## src/core/nsx_pkg.sv

```systemverilog
package nsx_pkg;

    localparam int INSTR_W = 14;
    localparam int DATA_W = 8;
    localparam int ADDR_W = 7;
    localparam int DIR_N = 3;

    // Opcode fields
    localparam logic [5:0] OPC_SWAP = 6'h0e;
    localparam logic [5:0] OPC_XORF = 6'h06;
    localparam logic [1:0] OPC_LIT_HI = 2'h3;
    localparam logic [3:0] OPC_XORL = 4'ha;
    localparam logic [10:0] OPC_DIR = 11'h00c;
    localparam logic [2:0] DIR_SEL_MIN = 3'h5;
    localparam logic [2:0] DIR_SEL_MAX = 3'h7;

    // Field positions
    localparam int OPC6_HI = 13;
    localparam int OPC6_LO = 8;
    localparam int LIT_HI_LO = 12;
    localparam int LIT_NIB_HI = 11;
    localparam int DEST_BIT = 7;
    localparam int DIR_SEL_HI = 2;
    localparam int DIR_PFX_LO = 3;
    localparam int NIB_W = 4;

    // File addresses where the direction registers are mapped
    localparam logic [ADDR_W-1:0] DIR_FILE_ADDR0 = 7'h45;
    localparam logic [ADDR_W-1:0] DIR_FILE_ADDR1 = 7'h46;
    localparam logic [ADDR_W-1:0] DIR_FILE_ADDR2 = 7'h47;

    // Reset values
    localparam logic [DATA_W-1:0] DIR_RESET = 8'hff;
    localparam logic [DATA_W-1:0] ACC_RESET = 8'h00;
    localparam logic [DATA_W-1:0] ZERO_BYTE = 8'h00;

    typedef enum logic [4:0] {
        OP_NONE = 5'b00001,
        OP_SWAP = 5'b00010,
        OP_XORL = 5'b00100,
        OP_XORF = 5'b01000,
        OP_DIR = 5'b10000
    } nsx_op_t;

endpackage

```

## src/core/nsx_dir_if.sv

```systemverilog
`timescale 1ns/10ps
interface nsx_dir_if;
    import nsx_pkg::*;
    logic we;
    logic [1:0] idx;
    logic [DATA_W-1:0] wdata;
    logic [DATA_W-1:0] q [DIR_N];

    modport ctrl (output we, output idx, output wdata, input q);
    modport bank (input we, input idx, input wdata, output q);
endinterface

```

## src/core/nsx_dir_bank.sv

```systemverilog
`timescale 1ns/10ps
module nsx_dir_bank
    import nsx_pkg::*;
(
    // Clock and reset
    input wire logic sys_clk,
    input wire logic rstn,
    // Write port and contents
    nsx_dir_if.bank dir
);

    logic [DATA_W-1:0] q_reg [DIR_N];

    always_ff @(posedge sys_clk or negedge rstn) begin
        if (!rstn) begin
            for (int i = 0; i < DIR_N; i++) begin
                q_reg[i] <= DIR_RESET;
            end
        end else if (dir.we && (dir.idx < 2'(DIR_N))) begin
            q_reg[dir.idx] <= dir.wdata;
        end
    end

    assign dir.q = q_reg;

endmodule

```

## src/core/nsx_exec.sv

```systemverilog
`timescale 1ns/10ps
// Functional notes
// RULE_01: Nibble swap exchanges upper and lower nibbles of addressed file register.
// RULE_02: Swap result goes to accumulator if dest is 0, else file; no flags.
// RULE_03: Literal XOR: accumulator XOR low opcode byte, result into accumulator.
// RULE_04: Register XOR: accumulator XOR file register, dest selects target, zero flag.
// RULE_05: Legacy load copies accumulator into direction register 5..7; no flags.
// RULE_06: Direction registers also readable and writable as ordinary file registers.
// RULE_07: Zero flag set when 8-bit result is zero, cleared otherwise.
module nsx_exec
    import nsx_pkg::*;
(
    // Clock and reset
    input wire logic sys_clk,
    input wire logic rstn,
    // Instruction in
    input wire logic instr_valid,
    input wire logic [INSTR_W-1:0] instr,
    input wire logic [DATA_W-1:0] file_rdata,
    // Write access from the rest of the core
    input wire logic ext_we,
    input wire logic [ADDR_W-1:0] ext_addr,
    input wire logic [DATA_W-1:0] ext_wdata,
    // File write-back
    output logic file_we,
    output logic [ADDR_W-1:0] file_waddr,
    output logic [DATA_W-1:0] file_wdata,
    // Core state
    output logic [DATA_W-1:0] acc,
    output logic zero_flag,
    output logic exec_done,
    output logic [DATA_W-1:0] dir_port5,
    output logic [DATA_W-1:0] dir_port6,
    output logic [DATA_W-1:0] dir_port7
);

    nsx_dir_if dir_bus ();

    nsx_dir_bank u_dir (
        .sys_clk(sys_clk),
        .rstn(rstn),
        .dir(dir_bus.bank)
    );

    nsx_op_t op;
    logic [ADDR_W-1:0] f_addr;
    logic dest;
    logic [DATA_W-1:0] operand;
    logic [DATA_W-1:0] result;
    logic f_is_dir;
    logic ext_is_dir;
    logic [1:0] f_idx;
    logic [1:0] ext_idx;
    logic [DATA_W-1:0] acc_reg;
    logic zero_reg;
    logic file_we_reg;
    logic [ADDR_W-1:0] file_waddr_reg;
    logic [DATA_W-1:0] file_wdata_reg;
    logic done_reg;
    logic [DATA_W-1:0] dir5_reg;
    logic [DATA_W-1:0] dir6_reg;
    logic [DATA_W-1:0] dir7_reg;

    assign f_addr = instr[ADDR_W-1:0];
    assign dest = instr[DEST_BIT];

    // Decode; unknown words leave acc and zero flag untouched and clear exec_done and file_we
    always_comb begin
        op = OP_NONE;
        if (instr_valid) begin
            if (instr[OPC6_HI:OPC6_LO] == OPC_SWAP) begin
                op = OP_SWAP;
            end else if (instr[OPC6_HI:OPC6_LO] == OPC_XORF) begin
                op = OP_XORF;
            end else if (instr[OPC6_HI:LIT_HI_LO] == OPC_LIT_HI
                         && instr[LIT_NIB_HI:OPC6_LO] == OPC_XORL) begin
                op = OP_XORL;
            end else if (instr[OPC6_HI:DIR_PFX_LO] == OPC_DIR
                         && instr[DIR_SEL_HI:0] >= DIR_SEL_MIN) begin
                op = OP_DIR; // see RULE_05
            end
        end
    end

    // Map a file address onto the direction bank
    function automatic logic dir_hit(input logic [ADDR_W-1:0] a, output logic [1:0] idx);
        idx = 2'h0;
        dir_hit = 1'b0;
        if (a == DIR_FILE_ADDR0) begin
            dir_hit = 1'b1;
        end else if (a == DIR_FILE_ADDR1) begin
            dir_hit = 1'b1;
            idx = 2'h1;
        end else if (a == DIR_FILE_ADDR2) begin
            dir_hit = 1'b1;
            idx = 2'h2;
        end
    endfunction

    always_comb begin
        f_is_dir = dir_hit(f_addr, f_idx);
        ext_is_dir = dir_hit(ext_addr, ext_idx);
    end

    // Direction registers shadow the file store at their addresses
    assign operand = f_is_dir ? dir_bus.q[f_idx] : file_rdata; // see RULE_06

    always_comb begin
        result = ZERO_BYTE;
        unique case (op)
            OP_SWAP: result = {operand[NIB_W-1:0], operand[DATA_W-1:NIB_W]}; // see RULE_01
            OP_XORL: result = acc_reg ^ instr[DATA_W-1:0]; // see RULE_03
            OP_XORF: result = acc_reg ^ operand; // see RULE_04
            OP_DIR: result = acc_reg;
            OP_NONE: result = ZERO_BYTE;
        endcase
    end

    // Direction bank writes; an executing instruction wins over the side port
    always_comb begin
        dir_bus.we = 1'b0;
        dir_bus.idx = 2'h0;
        dir_bus.wdata = result;
        if (op == OP_DIR) begin
            dir_bus.we = 1'b1; // see RULE_05
            dir_bus.idx = 2'(instr[DIR_SEL_HI:0] - DIR_SEL_MIN);
        end else if ((op == OP_SWAP || op == OP_XORF) && dest && f_is_dir) begin
            dir_bus.we = 1'b1; // see RULE_06
            dir_bus.idx = f_idx;
        end else if (ext_we && ext_is_dir) begin
            dir_bus.we = 1'b1; // see RULE_06
            dir_bus.idx = ext_idx;
            dir_bus.wdata = ext_wdata;
        end
    end

    // Accumulator
    always_ff @(posedge sys_clk or negedge rstn) begin
        if (!rstn) begin
            acc_reg <= ACC_RESET;
        end else if (op == OP_XORL) begin
            acc_reg <= result; // see RULE_03
        end else if ((op == OP_SWAP || op == OP_XORF) && !dest) begin
            acc_reg <= result; // see RULE_02 see RULE_04
        end
    end

    // Zero flag: only the register XOR and literal XOR touch it
    always_ff @(posedge sys_clk or negedge rstn) begin
        if (!rstn) begin
            zero_reg <= 1'b0;
        end else if (op == OP_XORF || op == OP_XORL) begin
            zero_reg <= (result == ZERO_BYTE); // see RULE_04 see RULE_07
        end
    end

    // File write-back; direction addresses are kept out of the file store
    always_ff @(posedge sys_clk or negedge rstn) begin
        if (!rstn) begin
            file_we_reg <= 1'b0;
            file_waddr_reg <= '0;
            file_wdata_reg <= ZERO_BYTE;
        end else begin
            file_we_reg <= (op == OP_SWAP || op == OP_XORF) && dest && !f_is_dir; // see RULE_02
            if ((op == OP_SWAP || op == OP_XORF) && dest) begin
                file_waddr_reg <= f_addr;
                file_wdata_reg <= result;
            end
        end
    end

    always_ff @(posedge sys_clk or negedge rstn) begin
        if (!rstn) begin
            done_reg <= 1'b0;
        end else begin
            done_reg <= (op != OP_NONE);
        end
    end

    // Registered copies so the pins come straight from flops
    always_ff @(posedge sys_clk or negedge rstn) begin
        if (!rstn) begin
            dir5_reg <= DIR_RESET;
            dir6_reg <= DIR_RESET;
            dir7_reg <= DIR_RESET;
        end else begin
            dir5_reg <= dir_bus.q[0];
            dir6_reg <= dir_bus.q[1];
            dir7_reg <= dir_bus.q[2];
        end
    end

    assign acc = acc_reg;
    assign zero_flag = zero_reg;
    assign file_we = file_we_reg;
    assign file_waddr = file_waddr_reg;
    assign file_wdata = file_wdata_reg;
    assign exec_done = done_reg;
    assign dir_port5 = dir5_reg;
    assign dir_port6 = dir6_reg;
    assign dir_port7 = dir7_reg;

endmodule

```

## config.mk

```make
export PLATFORM = sky130hd
export DESIGN_NAME = nsx_exec
export DESIGN_NICKNAME = d
export VERILOG_FILES = /design/src/core/nsx_pkg.sv /design/src/core/nsx_dir_if.sv /design/src/core/nsx_dir_bank.sv /design/src/core/nsx_exec.sv
export SDC_FILE = /design/constraint.sdc
export NUM_CORES = 1
export LEC_CHECK = 0
export BUFFER_PORTS_ARGS = -buffer_cell sky130_fd_sc_hd__buf_2
export CORE_UTILIZATION = 58
export CTS_CLUSTER_SIZE = 28
export DETAILED_ROUTE_END_ITERATION = 8
export PLACE_DENSITY = 0.95
export SLEW_MARGIN = 20
export SYNTH_ARGS = -nofsm -noshare
export SYNTH_HDL_FRONTEND = slang
export SYNTH_SLANG_ARGS = --single-unit
export TNS_END_PERCENT = 50
```

## constraint.sdc

```tcl
create_clock -name sys_clk -period 5.2 [get_ports sys_clk]
set_input_delay 0.26 -clock sys_clk [delete_from_list [all_inputs] [get_ports sys_clk]]
set_output_delay 0.26 -clock sys_clk [all_outputs]
set_load 0.005 [all_outputs]
```

# Word-level counts from Yosys, hierarchy flattened
# Index checks and enable logic that the tools add are counted.
dict set report classes {
  n_reduce_logical 15
  bitwise 4
  eq_ne 17
  n_shift 0
  n_mux 36
  addsub 1
  n_div 0
  multipliers 0
  n_lt_le_gt_ge 5
}
# operator n
set ops {}
lappend ops {{8-bit two-way mux} 9}
lappend ops {{7-bit == test, second input constant} 6}
lappend ops {{8-bit one-hot mux with 5 select lines} 1}
lappend ops {{5-bit two-way mux} 5}
lappend ops {{24-bit bitwise mux} 1}
lappend ops {{2-bit two-way mux} 9}
lappend ops {{8-bit binary-select mux with 2-bit select} 1}
lappend ops {{8-bit demux with 2-bit select} 1}
lappend ops {{8-bit bitwise XOR} 2}
lappend ops {{11-bit by 4-bit == test with 1-bit output, second input constant} 1}
lappend ops {{3-bit >= comparator, second input constant} 3}
lappend ops {{1-bit logical AND} 9}
lappend ops {{1-bit two-way mux} 9}
lappend ops {{8-bit zero test} 1}
lappend ops {{6-bit by 3-bit == test with 1-bit output, second input constant} 1}
lappend ops {{6-bit by 4-bit == test with 1-bit output, second input constant} 1}
lappend ops {{2-bit NOT with 3-bit output} 2}
lappend ops {{5-bit by 1-bit == test with 1-bit output, second input constant} 1}
lappend ops {{5-bit by 2-bit == test with 1-bit output, second input constant} 1}
lappend ops {{5-bit by 3-bit == test with 1-bit output, second input constant} 1}
lappend ops {{5-bit by 4-bit == test with 1-bit output, second input constant} 1}
lappend ops {{5-bit == test, second input constant} 1}
lappend ops {{5-bit by 1-bit inequality test with 1-bit output, second input constant} 1}
lappend ops {{4-bit == test, second input constant} 1}
lappend ops {{7 further kinds} 9}
dict set report totals {
  latch_bits 0
  out_inout_bits 50
  mem_bits_rw 0
  wordCells 90
  mem_count 0
  reg_bits 74
  romBits 0
  in_bits 41
}

# Depth between registers and ports, before layout
dict set report depth {
  word_depth 19
  depth_mapped 11
  ltp_nobuf 9
}

# By module
# A second synthesis with hierarchy kept.
dict set report unflattened {
  hier_cells 340
  hier_area_um2 3734.8
}
# mod area_each_um2 seq_area_each_um2 cells_each n_inst
set modules_own_cells {}
lappend modules_own_cells {nsx_exec 2792.7 1281.2 289 1}
lappend modules_own_cells {nsx_dir_bank 942.2 630.6 51 1}

# Least setup slack after synthesis
# Ideal clock, no wire load.
dict set report synth_path {
  kind {input port to flip-flop}
  startpoint {in instr[0]}
  endpoint {reg u_dir.q_reg (netlist bit u_dir.dir.q[22])}
  slack_ns 2.656
  required_time_ns 5.115
  arrival_time_ns 2.459
  n_path_buf 3
  setup_time_ns 0.085
  stages 11
  cell_sequence {ha_1 clkbuf_1 nor3_2 or3_1 buf_2 buf_2 o211ai_1 mux2_1 nor2_1 o31ai_2 mux2_1}
}
dict set report synth_between {
  elab_chain_cells 19
  elab_cells_between_ends 48
  classes_between {1 x add/sub; 4 x order compare; 8 x eq/ne; 26 x mux; 3 x bitwise; 6 x reduce/logical}
}
# element line
set synth_rtl {}
lappend synth_rtl {{start: declaration} nsx_exec.sv:18} ;# input wire logic [INSTR_W-1:0] instr,
lappend synth_rtl {{3-bit >= comparator} nsx_exec.sv:79} ;# && instr[DIR_SEL_HI:0] >= DIR_SEL_MIN) begin
lappend synth_rtl {{1-bit logical AND} nsx_exec.sv:79}
lappend synth_rtl {{5-bit two-way mux} nsx_exec.sv:78} ;# end else if (instr[OPC6_HI:DIR_PFX_LO] == OPC_DIR
lappend synth_rtl {{5-bit two-way mux} nsx_exec.sv:75} ;# end else if (instr[OPC6_HI:LIT_HI_LO] == OPC_LIT_HI
lappend synth_rtl {{5-bit two-way mux} nsx_exec.sv:73} ;# end else if (instr[OPC6_HI:OPC6_LO] == OPC_XORF) begin
lappend synth_rtl {{5-bit two-way mux} nsx_exec.sv:71} ;# if (instr[OPC6_HI:OPC6_LO] == OPC_SWAP) begin
lappend synth_rtl {{5-bit two-way mux} nsx_exec.sv:70} ;# if (instr_valid) begin
lappend synth_rtl {{5-bit by 2-bit == test with 1-bit output or 5-bit by 4-bit == test with 1-bit output (tied branches)} {nsx_exec.sv:110, nsx_exec.sv:127}}
lappend synth_rtl {{(+3 left out)} n/a}
lappend synth_rtl {{2-bit two-way mux} nsx_exec.sv:127} ;# end else if ((op == OP_SWAP || op == OP_XORF) && dest && f_is_dir) begin
lappend synth_rtl {{2-bit two-way mux} nsx_exec.sv:124} ;# if (op == OP_DIR) begin
lappend synth_rtl {{2-bit NOT with 3-bit output (implied by the code)} nsx_dir_bank.sv:20} ;# q_reg[dir.idx] <= dir.wdata;
lappend synth_rtl {{3-bit >= comparator (implied by the code) or 3-bit by 1-bit less-than comparator with 1-bit output (tied branches)} nsx_dir_bank.sv:20}
lappend synth_rtl {{1-bit logical AND (implied by the code)} nsx_dir_bank.sv:20}
lappend synth_rtl {{8-bit two-way mux (implied by the code)} nsx_dir_bank.sv:20}
lappend synth_rtl {{8-bit demux with 2-bit select} nsx_dir_bank.sv:20}
lappend synth_rtl {{24-bit bitwise mux} nsx_dir_bank.sv:20}
lappend synth_rtl {{end signal: indexed assignment} nsx_dir_bank.sv:20}
lappend synth_rtl {{end: declaration} nsx_dir_bank.sv:12} ;# logic [DATA_W-1:0] q_reg [DIR_N];
# Several ways; a longest one is shown, not always the timed one. The select of a mux whose other input is x is not followed.
# A chain may end at the register's enable or synchronous reset.

# Final worst setup path
dict set report layout_path {
  startpoint {in instr[0]}
  endpoint {reg u_dir.q_reg (netlist bit u_dir.dir.q[19])}
}
# Same word-level chain as after synthesis.

==> results_dict.tcl <==
set metrics [dict create \
    yosysSeqAreaShare 0.480 \
    total_power_uw 1200 \
    grt_antenna_before_repair 0 \
    maxSlewViolCount 0 \
    die_h_um 84.9 \
    root_buffer "clkbuf_8" \
    syn_nets 417 \
    synth_top_flop_cell "dfstp_2" \
    synth_cell_type_count 75 \
    cpMaxStageDelayCell "nor2b_1" \
    yosysTopAreaCellShare 0.316 \
    min_period_ns 3.33 \
    timing.final.ws_setup_ns 1.87 \
    rrSetupSlack_ns 2.65 \
    grt_overflow_total 0 \
    row_count 29 \
    period_share 0.639 \
    postCtsSetupBuffers 0 \
    synth_enable_flop_cells 0 \
    die_area_um2 7210 \
    cts_resized 0 \
    cts_hold_buf 0 \
    syn2layout_area_growth_pct 17.2 \
    r2r_start "u_dir.dir.q[14]" \
    cap_violations 0 \
    startpoint "instr[0]" \
    sequentialPowerShare 0.514 \
    rsz0062_at_grt "no" \
    clk_latency_ns 0.37 \
    cts_tree "built" \
    relSlewSlack 0.390 \
    drive_above_1_share 0.418 \
    setup_viol 0 \
    start_util 0.614 \
    grt_pass1_vias 3370 \
    postSynthAreaPerCell_um2 10.7 \
    p_comb_frac 0.106 \
    synth_area_um2 3990 \
    die_w_um 84.9 \
    worstPathMaxFanout 14 \
    async_flop_share 1.00 \
    grt_pass1_wl_um 17900 \
    dr.pass1.iters 9 \
    slowest_delay_ns 0.73 \
    viasPerCell 6.56 \
    grt_max_degree 75 \
    hpwl_um 8160 \
    postRouteAntennaNets 0 \
    cp_cell_sequence "buf_2 -> inv_1 -> ha_1 -> nor3_2 -> nor3_1 -> a211oi_1 -> o31ai_4 -> nor2b_1 -> mux2_2" \
    place_area_um2 4480 \
    drc 7 \
    max_freq_mhz 301 \
    p_switching_uw 326 \
    preCtsSetupSlack_ns 1.55 \
    fin_area_um2 4670 \
    syn_inst 373 \
    r2r_end "zero_flag" \
    io_buffer_count 90 \
    synth_area_leaders "dfstp_2, dfrtp_1, mux2_1, nand2_1, o31ai_1" \
    drt-initial-drc-count 388 \
    wire_per_inst_um 20.8 \
    switching_share 0.271 \
    core_area_um2 6490 \
    dp.cells 525 \
    outcome "finished, violations left" \
    diodes 0 \
    intPower_uw 874 \
    routed_wl_um 11200 \
    max-vdd-ir-drop_v 0.000202 \
    gp_routability_congestion 1.05 \
    clock_sinks 74 \
    grtUsageTotal 0.332 \
    violations "design-rule violations" \
    cp.arrival_ns 3.61 \
    h-tree-depth 3 \
    clock_power_share 0.380 \
    yosys_warnings 0 \
    path_clk_slew_ns 0.08 \
    p_per_area_nw_per_um2 257 \
    startpoint_type "primary input" \
    ff2ff_path_depth 7 \
    stdcell_count 541 \
    cts_buffers 9 \
    vias 3548 \
    hold_class "in -> async" \
    cts_buffer_depth 2 \
    critPathRequiredTime_ns 5.49 \
    finClkSkew_ns 0.0114 \
    power_leakage_uw 0.00207 \
    setup_tns_ns 0 \
    ys_ff_latch 74 \
    ios 91 \
    hold_viol_final 0 \
    tightest_slew_ns 0.908 \
    nets 503 \
    synth_top_area_cell "dfstp_2" \
    worstSetupPathType "in -> reg" \
    largest_reg_flops 24 \
    end_kind "flop" \
]
power groups by stage:
| stage | clock network, uW | registers [uW] | logic, uW |
|---|---|---|---|
| 6_report | 456 | 617 | 128 |
| 5_1_grt | 476 | 619 | 141 |
| 4_1_cts | 457 | 617 | 126 |
| 3_5_place_dp | 0 | 626 | 126 |
| 3_3_place_gp | 0 | 625 | 122 |
| 2_1_floorplan | 0 | 625 | 58.3 |
cell families after synthesis:
logic type | synth area share
buffers and inverters | 0.0317
flip-flops | 0.480
adder cells (fa/ha/maj) | 0.00942
AO/OA/AOI/OAI | 0.220
multiplexers | 0.0728
AND/OR/NAND/NOR | 0.186
through the flow:
stage,utilization,hold slack [ns]
4_1_cts,0.719,0.138
5_1_grt,0.719,0.173
6_report,0.719,0.0924
3_5_place_dp,0.689,0.364
2_1_floorplan,-,-0.0356
3_3_place_gp,0.689,0.364
final cells by class:
cell class	count	area (um2)
Clock inverter	6	65.1
Multi-Input combinational cell	270	1950
Inverter	9	33.8
Sequential cell	74	1910
Clock buffer	10	128
Tap cell	77	96.3
Timing Repair Buffer	95	488
Fill cell	482	1830
how the worst max path moves through the flow:
stage	endpoint	slack (ns)
2_1_floorplan	u_dir.dir.q[22]	2.66
3_3_place_gp	u_dir.dir.q[19]	1.77
3_5_place_dp	u_dir.dir.q[19]	1.55
4_1_cts	u_dir.dir.q[19]	1.89
5_1_grt	u_dir.dir.q[19]	1.59
6_report	u_dir.dir.q[19]	1.87
routing by layer:
layer | vias to the layer above | global-route usage | part of all wire
met3 | 25 | 0.0700 | 0.091
met4 | 0 | 0.182 | 0.033
met1 | 1725 | 0.440 | 0.40
met2 | 208 | 0.514 | 0.47
li1 | 1590 | - | -
met5 | - | 0 | 0
Yosys cell counts (all sizes together), types with 6 or more instances:
| library cell | instances |
|---|---|
| a211oi | 10 |
| a21oi | 17 |
| a31oi | 7 |
| buf | 7 |
| clkbuf | 13 |
| dfrtp | 26 |
| dfstp | 48 |
| inv | 9 |
| mux2 | 24 |
| nand2 | 49 |
| nor2 | 15 |
| nor3 | 7 |
| nor4b | 6 |
| o21ai | 23 |
| o31ai | 18 |
cell usage in the layout (no fill, tap or decap), types with 6 or more instances in the layout:
master    count
o21ai_1       7
clkbuf_8      9
nor2_1       14
inv_1         9
o21ai_0      16
o31ai_1      13
nand2_1      49
a211oi_1      8
a21oi_1      17
a31oi_1       6
dfstp_2      48
mux2_1       17
mux2_2        7
buf_2        90
nor3_1        6
nor4b_1       6
dfrtp_1      26
critical path: cells and delay by family:
kind,cells,cell delay [ns]
buffers and inverters,2,0.25
and+or+nand+nor,3,1.61
AOI/OAI and AO/OA,2,0.64
adders and majority gates,1,0.43
muxes,1,0.42
Note: power is estimated with default switching activity, not from simulation.
